==> config.mk <==
export PLATFORM = sky130hd
export DESIGN_NAME = hrp_ctrl
export DESIGN_NICKNAME = d
export VERILOG_FILES = /design/src/hrp_pkg.sv /design/src/hrp_ctrl.sv
export SDC_FILE = /design/constraint.sdc
export NUM_CORES = 1
export LEC_CHECK = 0
export BUFFER_PORTS_ARGS = -buffer_cell sky130_fd_sc_hd__buf_2
export CAP_MARGIN = 0
export CORE_ASPECT_RATIO = 1.2
export CORE_MARGIN = 5
export CORE_UTILIZATION = 58
export CTS_CLUSTER_SIZE = 20
export DETAILED_ROUTE_END_ITERATION = 7
export PLACE_DENSITY = 0.84
export SLEW_MARGIN = 20
export SYNTH_ARGS = -nofsm -noshare
export SYNTH_HDL_FRONTEND = slang
export SYNTH_SLANG_ARGS = --single-unit
==> constraint.sdc <==
create_clock -name clk_i -period 5.44 [get_ports clk_i]
set_input_delay 0.544 -clock clk_i [delete_from_list [all_inputs] [get_ports clk_i]]
set_output_delay 0.544 -clock clk_i [all_outputs]
set_load 0.05 [all_outputs]
==> src/hrp_pkg.sv <==
// package: constants and types for the hub role, reset and power control block
package hrp_pkg;
    localparam int unsigned CLK_HZ          = 10_000_000;
    localparam int unsigned NUM_PORTS       = 4;
    localparam int unsigned POR_HOLD_US     = 100;
    localparam int unsigned POR_HOLD_CYC    = (POR_HOLD_US * (CLK_HZ / 1_000_000));
    localparam int unsigned L2_ENTRY_US     = 3000;
    localparam int unsigned L2_EXIT_US      = 2000;
    localparam int unsigned L1_ENTRY_NS     = 10_000;
    localparam int unsigned L1_EXIT_NS      = 50_000;
    localparam int unsigned CLK_PERIOD_NS   = 1_000_000_000 / CLK_HZ;
    localparam int unsigned L2_ENTRY_CYC    = L2_ENTRY_US * (CLK_HZ / 1_000_000);
    localparam int unsigned L2_EXIT_CYC     = L2_EXIT_US * (CLK_HZ / 1_000_000);
    // longest times round down, then one cycle of margin below the bound
    localparam int unsigned L1_ENTRY_CYC    = (L1_ENTRY_NS / CLK_PERIOD_NS) - 1;
    localparam int unsigned L1_EXIT_CYC     = (L1_EXIT_NS / CLK_PERIOD_NS) - 1;
    localparam int unsigned CNT_W           = 16;
    localparam logic [7:0]  CFG_END_REG     = 8'hff;
    localparam logic [6:0]  USB_ADDR_DFLT   = 7'h00;

    typedef enum logic [2:0] {
        HRP_L0,
        HRP_L1_ENTER,
        HRP_L1,
        HRP_L1_EXIT,
        HRP_L2_ENTER,
        HRP_L2,
        HRP_L2_EXIT
    } hrp_lpm_e;
endpackage

==> src/hrp_ctrl.sv <==
// hub role swap, reset handling and link power state control
// What this block does
// - attach input high enables ss phy clock for that port, low disables it
// - swap exchanges upstream only with port 1; default port 0 upstream
// - swap accepted from config registers after the config stage, usb command and swap pin
// - swap pin low selects default role, high selects swapped role
// - state output low default, high swapped, same for every source
// - power-on timer holds internal reset for its configured duration
// - external reset asserted puts device into minimal current standby
// - external reset disables phy and tristates differential pairs
// - external reset ends all transactions, no state kept
// - external reset returns all internal registers to defaults
// - external reset stops crystal oscillator and halts pll
// - upstream bus reset sets address 0 and unconfigured state
// - bus reset moves a suspended device to active
// - upstream bus reset is never forwarded downstream
// - link power states l0, l1 and l2 supported
// - l2 entry about 3 ms, exit about 2 ms from resume start
// - l1 entry under 10 us, exit under 50 us
// - config stage ends when register 0xff is written
module hrp_ctrl
    import hrp_pkg::*;
#(
    parameter int unsigned NPORT      = hrp_pkg::NUM_PORTS,
    parameter int unsigned POR_CYC    = hrp_pkg::POR_HOLD_CYC,
    parameter int unsigned L2_IN_CYC  = hrp_pkg::L2_ENTRY_CYC,
    parameter int unsigned L2_OUT_CYC = hrp_pkg::L2_EXIT_CYC
)
(
    input  wire logic                  clk_i,
    input  wire logic                  rst_n_i,
    input  wire logic [NPORT-1:0]      attach_i,
    input  wire logic                  role_swap_cmd_in_i,
    input  wire logic                  cfg_wr_i,
    input  wire logic [7:0]            cfg_addr_i,
    input  wire logic                  cfg_swap_i,
    input  wire logic                  cfg_swap_wr_i,
    input  wire logic                  usb_swap_i,
    input  wire logic                  usb_swap_wr_i,
    input  wire logic                  swap_ack_i,
    input  wire logic                  bus_reset_i,
    input  wire logic                  l1_req_i,
    input  wire logic                  l2_req_i,
    input  wire logic                  resume_i,
    output logic      [NPORT-1:0]      phy_clk_en_o,
    output logic                       phy_en_o,
    output logic                       diff_oe_o,
    output logic                       osc_en_o,
    output logic                       pll_en_o,
    output logic                       standby_o,
    output logic                       int_rst_n_o,
    output logic                       cfg_stage_o,
    output logic                       swap_req_o,
    output logic                       role_swap_state_out_o,
    output logic                       upstream_sel_o,
    output logic      [6:0]            usb_addr_o,
    output logic                       configured_o,
    output logic                       ds_reset_o,
    output hrp_pkg::hrp_lpm_e          lpm_state_o
);
    import hrp_pkg::*;

    // ---------------------------------------------------------------
    // state
    // ---------------------------------------------------------------
    typedef struct packed {
        logic [NPORT-1:0] att_s1;
        logic [NPORT-1:0] att_s2;
        logic             cmd_s1;
        logic             cmd_s2;
        logic             cmd_prev;
        logic [CNT_W-1:0] por_cnt;
        logic             int_rst_n;
        logic             cfg_stage;
        logic             swap_tgt;
        logic             swap_cur;
        logic [6:0]       usb_addr;
        logic             configured;
        hrp_lpm_e         lpm;
        logic [CNT_W-1:0] lpm_cnt;
    } hrp_state_s;

    hrp_state_s st_ff;
    hrp_state_s nxt_st;

    // one-hot-free helper: count reached a terminal value
    function automatic logic cnt_done(input logic [CNT_W-1:0] c, input int unsigned lim);
        cnt_done = (c >= CNT_W'(lim));
    endfunction

    // ---------------------------------------------------------------
    // next state
    // ---------------------------------------------------------------
    always_comb
    begin
        nxt_st = st_ff;
        // two-flop synchronisers; only s2 is consumed downstream
        nxt_st.att_s1   = attach_i;
        nxt_st.att_s2   = st_ff.att_s1;
        nxt_st.cmd_s1   = role_swap_cmd_in_i;
        nxt_st.cmd_s2   = st_ff.cmd_s1;
        nxt_st.cmd_prev = st_ff.cmd_s2;

        // internal reset held until the power-on timer expires
        if (!cnt_done(st_ff.por_cnt, POR_CYC))
        begin
            nxt_st.por_cnt = st_ff.por_cnt + 1'b1;
        end
        nxt_st.int_rst_n = cnt_done(st_ff.por_cnt, POR_CYC);

        // config stage closes on a write to the end register
        if (cfg_wr_i && cfg_addr_i == CFG_END_REG)
        begin
            nxt_st.cfg_stage = 1'b0;
        end

        // last writer wins; pin acts on its edges so a register can override it
        if (st_ff.cmd_s2 != st_ff.cmd_prev)
        begin
            nxt_st.swap_tgt = st_ff.cmd_s2;
        end
        if (cfg_swap_wr_i && !st_ff.cfg_stage)
        begin
            nxt_st.swap_tgt = cfg_swap_i;
        end
        if (usb_swap_wr_i)
        begin
            nxt_st.swap_tgt = usb_swap_i;
        end
        // reported state follows only once the port mux confirms
        if (swap_ack_i)
        begin
            nxt_st.swap_cur = st_ff.swap_tgt;
        end

        // link power states with fixed transition latencies
        nxt_st.lpm_cnt = st_ff.lpm_cnt + 1'b1;
        unique case (st_ff.lpm)
            HRP_L0:
            begin
                nxt_st.lpm_cnt = '0;
                if (l1_req_i)
                begin
                    nxt_st.lpm = HRP_L1_ENTER;
                end
                else if (l2_req_i)
                begin
                    nxt_st.lpm = HRP_L2_ENTER;
                end
            end
            HRP_L1_ENTER:
            begin
                if (cnt_done(st_ff.lpm_cnt, L1_ENTRY_CYC - 1))
                begin
                    nxt_st.lpm = HRP_L1;
                end
            end
            HRP_L1:
            begin
                nxt_st.lpm_cnt = '0;
                if (resume_i)
                begin
                    nxt_st.lpm = HRP_L1_EXIT;
                end
            end
            HRP_L1_EXIT:
            begin
                if (cnt_done(st_ff.lpm_cnt, L1_EXIT_CYC - 1))
                begin
                    nxt_st.lpm = HRP_L0;
                end
            end
            HRP_L2_ENTER:
            begin
                if (cnt_done(st_ff.lpm_cnt, L2_IN_CYC - 1))
                begin
                    nxt_st.lpm = HRP_L2;
                end
            end
            HRP_L2:
            begin
                nxt_st.lpm_cnt = '0;
                if (resume_i)
                begin
                    nxt_st.lpm = HRP_L2_EXIT;
                end
            end
            HRP_L2_EXIT:
            begin
                if (cnt_done(st_ff.lpm_cnt, L2_OUT_CYC - 1))
                begin
                    nxt_st.lpm = HRP_L0;
                end
            end
            // spare encoding: fall back to full power rather than hang
            default:
            begin
                nxt_st.lpm     = HRP_L0;
                nxt_st.lpm_cnt = '0;
            end
        endcase

        // bus reset: default address, unconfigured, suspended wakes at once
        if (bus_reset_i)
        begin
            nxt_st.usb_addr   = USB_ADDR_DFLT;
            nxt_st.configured = 1'b0;
            nxt_st.lpm        = HRP_L0;
            nxt_st.lpm_cnt    = '0;
        end
    end

    // ---------------------------------------------------------------
    // registers; external reset clears everything to defaults
    // ---------------------------------------------------------------
    always_ff @(posedge clk_i or negedge rst_n_i)
    begin
        if (!rst_n_i)
        begin
            st_ff           <= '0;
            st_ff.cfg_stage <= 1'b1;
            st_ff.usb_addr  <= USB_ADDR_DFLT;
            st_ff.lpm       <= HRP_L0;
        end
        else
        begin
            st_ff <= nxt_st;
        end
    end

    // ---------------------------------------------------------------
    // outputs
    // ---------------------------------------------------------------
    // the reset pin gates analog enables directly so standby is immediate
    assign phy_en_o      = rst_n_i;
    assign diff_oe_o     = rst_n_i;
    assign osc_en_o      = rst_n_i;
    assign pll_en_o      = rst_n_i;
    assign standby_o     = !rst_n_i;
    assign phy_clk_en_o  = st_ff.att_s2 & {NPORT{rst_n_i}};
    assign int_rst_n_o   = st_ff.int_rst_n;
    assign cfg_stage_o   = st_ff.cfg_stage;
    assign swap_req_o    = st_ff.swap_tgt;
    assign upstream_sel_o        = st_ff.swap_cur;
    assign role_swap_state_out_o = st_ff.swap_cur;
    assign usb_addr_o    = st_ff.usb_addr;
    assign configured_o  = st_ff.configured;
    assign ds_reset_o    = 1'b0;
    assign lpm_state_o   = st_ff.lpm;

    // last sampled cycle at which a sleep transition may still be finishing
    localparam int L1_IN_LAST  = int'(L1_ENTRY_CYC);
    localparam int L1_OUT_LAST = int'(L1_EXIT_CYC);
endmodule

* Yosys cells after proc, flatten, opt, wreduce, memory -nomap -nowiden
Index checks and enable logic that the tools add are counted.
** Storage, ports and cells
- Register bits after elaboration :: 50
- Bits of input ports :: 25
- Output and inout port bits :: 26
- Logic and storage cells :: 57
** Operators by class
- Add/subtract/negate cells :: 2
- $lt $le $gt $ge :: 5
- Equal/unequal tests :: 15
- Mux-type cells :: 14
- Bitwise logic cells :: 1
- Reductions and logical operators :: 8
** Operator list (number)
- $add 16x1->16 const B :: 2
- $ge 16x15->1 const B :: 2
- $mux 3 :: 8
- $pmux 3 s7 :: 1
- $mux 19 :: 1
- $ne 3x3->1 const B :: 6
- $ge 16x10->1 const B :: 1
- $ge 16x7->1 const B :: 1
- $ge 16x9->1 const B :: 1
- $mux 16 :: 1
- $eq 3x3->1 const B :: 3
- $eq 8x8->1 const B :: 1
- $reduce_and 7->1 :: 1
- $eq 3x2->1 const B :: 2
- $and 4x4->4 :: 1
- $ne 4x4->1 const B :: 1
- $reduce_or 4->1 :: 1
- $eq 3x1->1 const B :: 1
- $logic_not 3->1 :: 1
- $mux 1 :: 3
- $reduce_bool 3->1 :: 1
- $logic_and 1x1->1 :: 2
- $logic_not 1->1 :: 2
- $ne 1x1->1 :: 1

* Longest topological paths before layout
Gate-level depths: netlist of the first run.
- Depth in word-level cells :: 4
- Depth in mapped cells :: 8
- Gate-level depth less buffers :: 8

* Least setup slack after synthesis of the first run
Ideal clock, no wire load.
- Kind :: register -> register
- From :: reg st_ff[13] (netlist name)
- To :: reg st_ff, in the netlist lpm_state_o[0]
- Setup time :: 0.128 ns
- Data arrival time :: 1.933 ns
- Required time :: 5.312 ns
- Setup slack :: 3.380 ns
- Stages on the path, launching flop included :: 7
- Buffers on the path :: 0
- Clock period less this slack :: 2.060 ns
- Cell sequence :: dfrtp_1 or3_4 or4b_4 a2111oi_4 a21oi_2 nand3_2 mux2_1
** Between the ends
- Cells in the longest elaborated chain, start to end :: 3
- Elaborated cells on any way between the ends :: 9
- Those cells by class :: 4 x order compare; 4 x eq/ne; 1 x reduce/logical
** RTL lines
- from (decl) :: line hrp_ctrl.sv:83 : hrp_state_s st_ff;
- from (signal assigned) :: line hrp_ctrl.sv:227 : st_ff <= nxt_st;
- $ge 16x15->1 (tied with other cells) :: line hrp_ctrl.sv:88 : cnt_done = (c >= CNT_W'(lim));
- $ne 3x3->1 (no line)
- $reduce_and 7->1 (no line) (*)
Mark *: on every way between the ends. The rest lies on a longest branch, timed or not.
A chain may end at the register's enable or synchronous reset.

* Worst setup path after layout of the first run
- From :: in rst_n_i
- To :: out phy_clk_en_o[2]
** Between the ends
- Cells in the longest elaborated chain, start to end :: 1
** RTL lines
- from (decl) :: line hrp_ctrl.sv:31 : input wire logic rst_n_i,
- $and 4x4->4 :: line hrp_ctrl.sv:240 : assign phy_clk_en_o = st_ff.att_s2 & {NPORT{rst_n_i}};
- to (decl) :: line hrp_ctrl.sv:45 : output logic [NPORT-1:0] phy_clk_en_o,
Every way passes these cells.

==> results of run 1 <==
layer usage:
metal | wire length, µm | global-route usage
met5 | 0 | 0
met4 | 68 | 0.08187
met3 | 323 | 0.04895
met2 | 2113 | 0.2980
met1 | 1780 | 0.2144
kinds of logic after synthesis:
family                     Yosys count  share of synthesized area
other                                1                   0.001557
DFF                                 50                     0.5200
AOI/OAI and AO/OA                   25                    0.07845
buffers and inverters               41                    0.09090
adders and majority gates            4                    0.02078
muxes                                2                   0.009350
xor gates and xnor gates            21                    0.07637
and+or+nand+nor                     93                     0.2026
sequential cells by signal, indices dropped and copies added (netlist names):
| signal | count |
|---|---|
| int_rst_n_o | 1 |
| lpm_state_o | 3 |
| cfg_stage_o | 1 |
| nxt_st | 6 |
| st_ff | 37 |
| swap_req_o | 1 |
| role_swap_state_out_o | 1 |
worst min-delay path by stage:
stage | to | slack [ns] | cells after the start
floorplan | int_rst_n_o | 0.25 | 0
global placement | st_ff[53] | 0.33 | 0
detailed placement | st_ff[50] | 0.35 | 0
CTS | st_ff[8] | 0.11 | 1
global route | st_ff[8] | 0.12 | 1
finish | st_ff[8] | 0.11 | 1
cell type report:
cell class / count / area [µm²]
clock buffers: 5 / 68.82
clock inverters: 3 / 43.79
fillers: 304 / 1330
inverters: 8 / 30.03
multi-input cells: 154 / 967.2
flip-flops and latches: 50 / 1252
well taps: 54 / 67.56
repair buffers: 42 / 212.7
worst max-delay path: stages:
cell    delay [ns]
buf_2         0.27
buf_4         0.50
and2_1        0.20
buf_2         0.26
Yosys cell counts (all sizes together):
master	count
dfrtp	49
nor2	25
buf	18
clkbuf	15
nand3	14
nand2	13
xor2	12
nand4	9
xnor2	9
inv	8
o21ai	7
nor3	6
a21oi	5
and2	5
and3	5
ha	4
a211oi	3
nand2b	3
nor4	3
or3	3
a2111oi	2
mux2	2
nand3b	2
or4b	2
a221oi	1
a31oi	1
conb	1
dfstp	1
nor2b	1
nor3b	1
o2111a	1
o211ai	1
o21a	1
o21bai	1
o22a	1
o31a	1
or4	1
power by group:
group / total (W) / leakage [nW] / internal [W] / switching (W)
combinational: 0.000196 / 0.547 / 0.0000571 / 0.000139
sequential: 0.000431 / 0.646 / 0.000391 / 0.0000392
clock: 0.000262 / 0.0585 / 0.000138 / 0.000124
through the flow:
stage | worst slack, ns | hold slack (ns)
2_1_floorplan | 3.380 | 0.2484
3_3_place_gp | 3.104 | 0.3334
3_5_place_dp | 3.064 | 0.3471
4_1_cts | 3.047 | 0.1113
5_1_grt | 2.890 | 0.1238
6_report | 3.105 | 0.1088
==> flow_metrics.tcl, run 1 <==
set metrics [dict create \
    antenna_found_initial 0 \
    finalCritPeriodShare 0.4293 \
    final_antenna_net_count 0 \
    synth.distinct_cells 44 \
    worstSkewPairLatency_ns 0.31 \
    htreeDepth 2 \
    grt_pass1_vias 1707 \
    r2r_slack_ns 3.28 \
    drt-total-wl_um 4285 \
    post-cts-setup-buffers 0 \
    grt_pass1_wl_um 7417 \
    drive_gt1_frac 0.2214 \
    drv_slew 0 \
    hold_buffers 0 \
    rsz0062_at_grt "false" \
    hold_class "input pin to asynchronous set/reset pin" \
    num_rows 25 \
    critical_path_class "input pin to output port" \
    cp-start-kind "input pin" \
    die_x_um 68.83 \
    final_cells 316 \
    ys_seq_elements 50 \
    p_per_area_nw_per_um2 336.2 \
    nets 290 \
    synthCells 237 \
    worstPathArrival_ns 1.79 \
    antenna_cells 0 \
    ios 51 \
    r2r_cells 6 \
    synth_top_area_frac 0.5091 \
    synthesis.area_um2 2409 \
    coreArea_um2 3973 \
    cp-endpoint "phy_clk_en_o[2]" \
    critPathMaxFanout 46 \
    cts_buffers 5 \
    p_leak_nw 1.252 \
    place_area_um2 2530 \
    detailedPlacementHpwl_um 3114 \
    path_clk_slew_ns 0.09 \
    worstReg2RegEnd "lpm_state_o[0]" \
    maxCapViolCount 0 \
    ys_warn_count 0 \
    period_needed_ns 2.335 \
    gp_congestion 0.8169 \
    area_growth_syn_to_layout_pct 9.714 \
    die_y_um 80.59 \
    relSlewSlack 0.5779 \
    track_usage 0.1804 \
    first_pass_iters 4 \
    drtIter0Drc 134 \
    cts.sinks 50 \
    layout_commonest_cell "dfrtp_1" \
    setup_tns_ns 0 \
    tightest_slew_ns 0.6332 \
    initial_utilization 0.6063 \
    design.die.area_um2 5547 \
    hold_viol 0 \
    wl_per_cell_um 13.56 \
    clockRootBuffer "clkbuf_8" \
    vias 1693 \
    ir_drop_uv 232.5 \
    synth_area_leaders "dfrtp_1, buf_4, xor2_1" \
    fin_util 0.6652 \
    fmax_ghz 0.4282 \
    end_kind "output port" \
    avgSynthCellArea_um2 10.16 \
    portBuffers 41 \
    cts_max_path_buffers 2 \
    place_inst 308 \
    finalSetupViolations 0 \
    grt_overflow_total 0 \
    rr_startpoint "st_ff[13]" \
    startpoint "rst_n_i" \
    status "finished, final reports clean" \
    post_drt_via_cell_ratio 5.358 \
    ys_seq_area_frac 0.5200 \
    grt_start_max_net_pins 47 \
    tritoncts "done" \
    required_ns 4.90 \
    finalClockSkew_ns 0.01031 \
    layout_common_cells "dfrtp_1, buf_2, nor2_1, nand3_1, nand2_1" \
    final_cell_area_um2 2643 \
    route.detailed.drc 0 \
    cts_resized 0 \
    synth_largest_area_cell "dfrtp_1" \
    power_w 0.0008884 \
]
(Power assumes the default switching activity.)
==> inputs of run 2 (changes only) <==
--- a/config.mk
+++ b/config.mk
@@ -9,10 +9,10 @@
 export CAP_MARGIN = 0
 export CORE_ASPECT_RATIO = 1.2
 export CORE_MARGIN = 5
-export CORE_UTILIZATION = 58
+export CORE_UTILIZATION = 49
 export CTS_CLUSTER_SIZE = 20
 export DETAILED_ROUTE_END_ITERATION = 7
-export PLACE_DENSITY = 0.84
+export PLACE_DENSITY = 0.76
 export SLEW_MARGIN = 20
 export SYNTH_ARGS = -nofsm -noshare
 export SYNTH_HDL_FRONTEND = slang
==> constraint.sdc (replaced) <==
create_clock -name clk_i -period 2 [get_ports clk_i]
set_input_delay 0.2 -clock clk_i [delete_from_list [all_inputs] [get_ports clk_i]]
set_output_delay 0.2 -clock clk_i [all_outputs]
set_load 0.05 [all_outputs]
==> flow_metrics.tcl, run 2 (synthesized netlist as in run 1, its figures left out) <==
set metrics [dict create \
    p_switching_w 0.0008303 \
    cp-start-kind "register" \
    top_register "st_ff" \
    netSwitchingFraction 0.3285 \
    tritoncts "done" \
    hold_class "input pin to register" \
    htreeDepth 2 \
    r2r_slack_ns -0.05 \
    finalSetupViolations 1 \
    hold_depth 2 \
    finalCritPeriodShare 1.024 \
    first_pass_iters 4 \
    cts_max_path_buffers 2 \
    p_leak_nw 1.339 \
    detailedPlacementHpwl_um 3085 \
    fin_util 0.5771 \
    largest_reg_flops 37 \
    critPathMaxFanout 3 \
    clockRootBuffer "clkbuf_8" \
    drtIter0Drc 57 \
    design.die.area_um2 6423 \
    cts.sinks 50 \
    multi_input_area_um2 975.9 \
    rsz0062_at_grt "true" \
    path_clk_slew_ns 0.09 \
    tightest_slew_ns 0.6164 \
    antenna_found_initial 0 \
    grt_overflow_total 0 \
    r2r_cells 6 \
    cts_buffers 5 \
    finalClockSkew_ns 0.005885 \
    maxCapViolCount 0 \
    pwr-share-clk 0.294 \
    required_ns 2.19 \
    worstSkewPairLatency_ns 0.30 \
    critical_path_class "register to register" \
    wl_per_cell_um 12.46 \
    hold_end "swap_req_o" \
    rr_startpoint "st_ff[13]" \
    relSlewSlack 0.5890 \
    status "finished with violations" \
    hold_viol 0 \
    antenna_cells 0 \
    gp_congestion 0.7453 \
    area_growth_syn_to_layout_pct 16.68 \
    worstReg2RegEnd "lpm_state_o[0]" \
    track_usage 0.1431 \
    holdCritStartpoint "usb_swap_wr_i" \
    failed_checks "negative setup slack" \
    num_rows 28 \
    drt-total-wl_um 4225 \
    fmax_ghz 0.4881 \
    die_x_um 74 \
    grt_pass1_wl_um 7210 \
    drive_gt1_frac 0.2545 \
    die_y_um 86.80 \
    coreArea_um2 4870 \
    worstPathArrival_ns 2.24 \
    ios 51 \
    end_kind "register" \
    period_needed_ns 2.049 \
    nets 307 \
    setup_ws_ns -0.04872 \
    power_w 0.002528 \
    fill_cells 425 \
    layout_commonest_cell "dfrtp_1" \
    final_antenna_net_count 0 \
    vias 1706 \
    initial_utilization 0.4946 \
    ir_drop_uv 535.3 \
    grt_pass1_vias 1641 \
    comb_power_share 0.262 \
    route.detailed.drc 0 \
    drv_slew 0 \
    layout_common_cells "dfrtp_1, buf_2, nor2_1, nand3_1, nand2_1" \
    p_seq_frac 0.444 \
    post-cts-setup-buffers 0 \
    p_int_w 0.001697 \
    post_drt_via_cell_ratio 5.032 \
    grt_start_max_net_pins 29 \
    portBuffers 41 \
    p_per_area_nw_per_um2 899.4 \
    seq_area_um2 1252 \
]
==> run 2: changes by cell type in the layout (fill, tap and decap cells not counted), sizes merged <==
cell and delta:
dlygate4sd3 +6, buf +11, clkinv -1, clkbuf +1
==> run 2: timing repair <==
action,in CTS,in global routing
hold endpoints to repair,17,0
hold buffers,6,0
gates resized for setup,1,1
pin swaps,0,1
endpoints found under the setup margin,2,4
gates cloned,0,0
==> run 2: worst max-delay path by stage <==
stage | from | endpoint | slack (ns) | cells after the start
finish | st_ff[13] | lpm_state_o[0] | -0.05 | 6
global route | st_ff[13] | lpm_state_o[0] | -0.11 | 6
CTS | st_ff[13] | lpm_state_o[0] | -0.05 | 6
detailed placement | st_ff[13] | lpm_state_o[0] | -0.05 | 6
global placement | st_ff[13] | lpm_state_o[0] | -0.02 | 6
floorplan | st_ff[13] | lpm_state_o[0] | -0.06 | 6
==> run 2: power by group through the flow <==
stage	combinational [W]	clock [W]	sequential, W
after floorplan	0.000518	0	0.00114
after global placement	0.000632	0	0.00114
after detailed placement	0.000644	0	0.00114
after CTS	0.000670	0.000767	0.00112
after global routing	0.000724	0.000812	0.00113
final	0.000662	0.000743	0.00112
==> run 2: layer usage <==
| layer | wire, µm | share of wire | GRT usage | vias up |
|---|---|---|---|---|
| met3 | 211 | 0.050 | 0.03248 | 4 |
| met1 | 1828 | 0.43 | 0.1773 | 818 |
| met2 | 2147 | 0.51 | 0.2395 | 33 |
| li1 | - | - | - | 851 |
| met4 | 38 | 0.0090 | 0.05601 | 0 |
| met5 | 0 | 0 | 0 | - |
==> run 2: stage by stage <==
stage          setup WS [ns]  instances  cell area, µm²  hold WS (ns)  TNS [ns]
2_1_floorplan       -0.06017        245            2439      -0.09559  -0.06017
3_3_place_gp        -0.02488        325            2620        0.1479  -0.02488
3_5_place_dp        -0.05093        325            2620        0.1597  -0.05093
4_1_cts             -0.05262        339            2805       0.07707  -0.05736
5_1_grt              -0.1071        339            2810       0.07182   -0.2039
6_report            -0.04872        339            2810       0.08131  -0.04872
==> run 2: critical path, stage by stage, from the launching register on <==
cell	delay [ns]
dfrtp_1	0.38
or3_4	0.38
or4b_4	0.50
a2111oi_4	0.21
a21oi_2	0.08
nand3_2	0.09
mux2_4	0.30
==> run 2: area by class of cell <==
class	instances	area share
Multi-Input combinational cell	154	0.3473
Inverter	8	0.01069
Clock inverter	2	0.01380
Sequential cell	50	0.4457
Timing Repair Buffer	59	0.1264
Tap cell	60	0.02671
Clock buffer	6	0.02939
==> inputs of run 3 (changes only) <==
--- a/config.mk
+++ b/config.mk
@@ -9,10 +9,11 @@
 export CAP_MARGIN = 0
 export CORE_ASPECT_RATIO = 1.2
 export CORE_MARGIN = 5
-export CORE_UTILIZATION = 49
+export CORE_UTILIZATION = 58
 export CTS_CLUSTER_SIZE = 20
 export DETAILED_ROUTE_END_ITERATION = 7
-export PLACE_DENSITY = 0.76
+export PLACE_DENSITY = 0.84
+export SKIP_LAST_GASP = 1
 export SLEW_MARGIN = 20
 export SYNTH_ARGS = -nofsm -noshare
 export SYNTH_HDL_FRONTEND = slang
==> constraint.sdc (replaced) <==
create_clock -name clk_i -period 2.6 [get_ports clk_i]
set_input_delay 0.26 -clock clk_i [delete_from_list [all_inputs] [get_ports clk_i]]
set_output_delay 0.26 -clock clk_i [all_outputs]
set_load 0.05 [all_outputs]
==> flow_metrics.tcl, run 3 (synthesized netlist as in run 1, its figures left out) <==
set metrics [dict create \
    final_cells 317 \
    portBuffers 41 \
    fmax_ghz 0.4641 \
    required_ns 2.79 \
    critical_path_class "register to register" \
    place_inst 308 \
    m1WireLength_um 1760 \
    ir_drop_uv 579.2 \
    critPathMaxFanout 4 \
    top_layer "met4" \
    tritoncts "done" \
    track_usage 0.1672 \
    die_y_um 80.59 \
    cts.sinks 50 \
    end_kind "register" \
    drt-total-wl_um 4081 \
    grt_pass1_vias 1587 \
    path_clk_slew_ns 0.10 \
    relSlewSlack 0.5662 \
    coreArea_um2 3973 \
    top_register "st_ff" \
    antenna_found_initial 0 \
    worstPathArrival_ns 2.35 \
    final_antenna_net_count 0 \
    p_leak_nw 1.238 \
    cts_max_path_buffers 2 \
    initial_utilization 0.6063 \
    setup_tns_ns 0 \
    period_needed_ns 2.155 \
    tightest_slew_ns 0.6506 \
    layout_commonest_cell "dfrtp_1" \
    status "finished, final reports clean" \
    antenna_cells 0 \
    cts_buffers 5 \
    rsz0062_at_grt "false" \
    nets 291 \
    design.die.area_um2 5547 \
    route.met3.wl_um 253 \
    route.detailed.drc 0 \
    cp-start-kind "register" \
    layout_common_cells "dfrtp_1, buf_2, nor2_1, nand3_1, nand2_1" \
    hold_class "input pin to register" \
    finalSetupViolations 0 \
    htreeDepth 2 \
    ios 51 \
    grt_overflow_total 0 \
    detailedPlacementHpwl_um 3048 \
    clockRootBuffer "clkbuf_8" \
    grt_start_max_net_pins 37 \
    finalCritPeriodShare 0.8288 \
    num_rows 25 \
    drive_gt1_frac 0.2205 \
    worstSkewPairLatency_ns 0.31 \
    post_drt_via_cell_ratio 5.309 \
    hold_viol 0 \
    drv_slew 0 \
    wl_per_cell_um 12.87 \
    drtIter0Drc 84 \
    gp_congestion 0.8174 \
    p_per_area_nw_per_um2 670.7 \
    grt_pass1_wl_um 7079 \
    vias 1683 \
    first_pass_iters 4 \
    wl_met2_um 1984 \
    maxCapViolCount 0 \
    die_x_um 68.83 \
    largest_reg_flops 37 \
    area_growth_syn_to_layout_pct 9.299 \
    post-cts-setup-buffers 0 \
    finalClockSkew_ns 0.008043 \
]
-- run 3: cell count changes in the layout (fill, tap and decap cells not counted) --
cell	change
mux2_4	-1
nor3_1	+1
mux2_1	+1
clkbuf_8	-1
bufinv_16	-1
buf_4	-11
nor3_2	-1
clkinvlp_4	+2
dlygate4sd3_1	-5
-- run 3: final timing paths --
path / start / end / slack (ns) / cells after the start
max: st_ff[13] / lpm_state_o[0] / 0.45 / 6
min: attach_i[3] / nxt_st[53] / 0.05 / 1
max reg2reg: st_ff[13] / lpm_state_o[0] / 0.45 / 6
min reg2reg: nxt_st[53] / st_ff[53] / 0.36 / 0
max in group asynchronous: rst_n_i / st_ff[45] / 1.34 / 3
min in group asynchronous: rst_n_i / st_ff[38] / 0.51 / 2
-- run 3: layer usage --
| metal | GRT usage | vias up |
|---|---|---|
| met2 | 0.2732 | 42 |
| met5 | 0 | - |
| met1 | 0.2100 | 807 |
| li1 | - | 825 |
| met3 | 0.03636 | 9 |
| met4 | 0.07018 | 0 |
-- run 3: per-stage QoR --
step / hold WS, ns / instance area [µm²] / setup WS [ns] / power (W) / utilization
4_1_cts: 0.04353 / 2633 / 0.4459 / 0.001787 / 0.6627
6_report: 0.05163 / 2633 / 0.4451 / 0.001766 / 0.6627
3_5_place_dp: 0.3246 / 2530 / 0.4555 / 0.001330 / 0.6369
2_1_floorplan: -0.03559 / 2439 / 0.5396 / 0.001271 / -
3_3_place_gp: 0.3140 / 2530 / 0.5081 / 0.001315 / 0.6369
5_1_grt: 0.04167 / 2633 / 0.3559 / 0.001861 / 0.6627
-- run 3: cell type report --
cell class / instances / area [µm²]
fill: 331 / 1340
tap: 54 / 67.56
inverter: 8 / 30.03
clock buffer: 5 / 68.82
timing repair buffer: 43 / 222.7
sequential: 50 / 1252
clock inverter: 3 / 23.77
multi-input combinational: 154 / 967.2
-- run 3: repair_timing --
item,in CTS,in global routing
resized for setup,0,0
hold buffers,1,0
hold endpoints to repair,25,0
-- run 3: worst max-delay path, stage by stage, from the launching register on --
cell	delay, ns
dfrtp_1	0.43
or3_4	0.41
or4b_4	0.50
a2111oi_4	0.21
a21oi_2	0.08
nand3_2	0.10
mux2_1	0.32
-- run 3: report_power, final --
part / total [W] / switching, W / internal (W)
registers: 0.000900 / 0.0000816 / 0.000819
clock network: 0.000457 / 0.000264 / 0.000193
logic: 0.000408 / 0.000288 / 0.000120
total: 0.00177 / 0.000634 / 0.00113
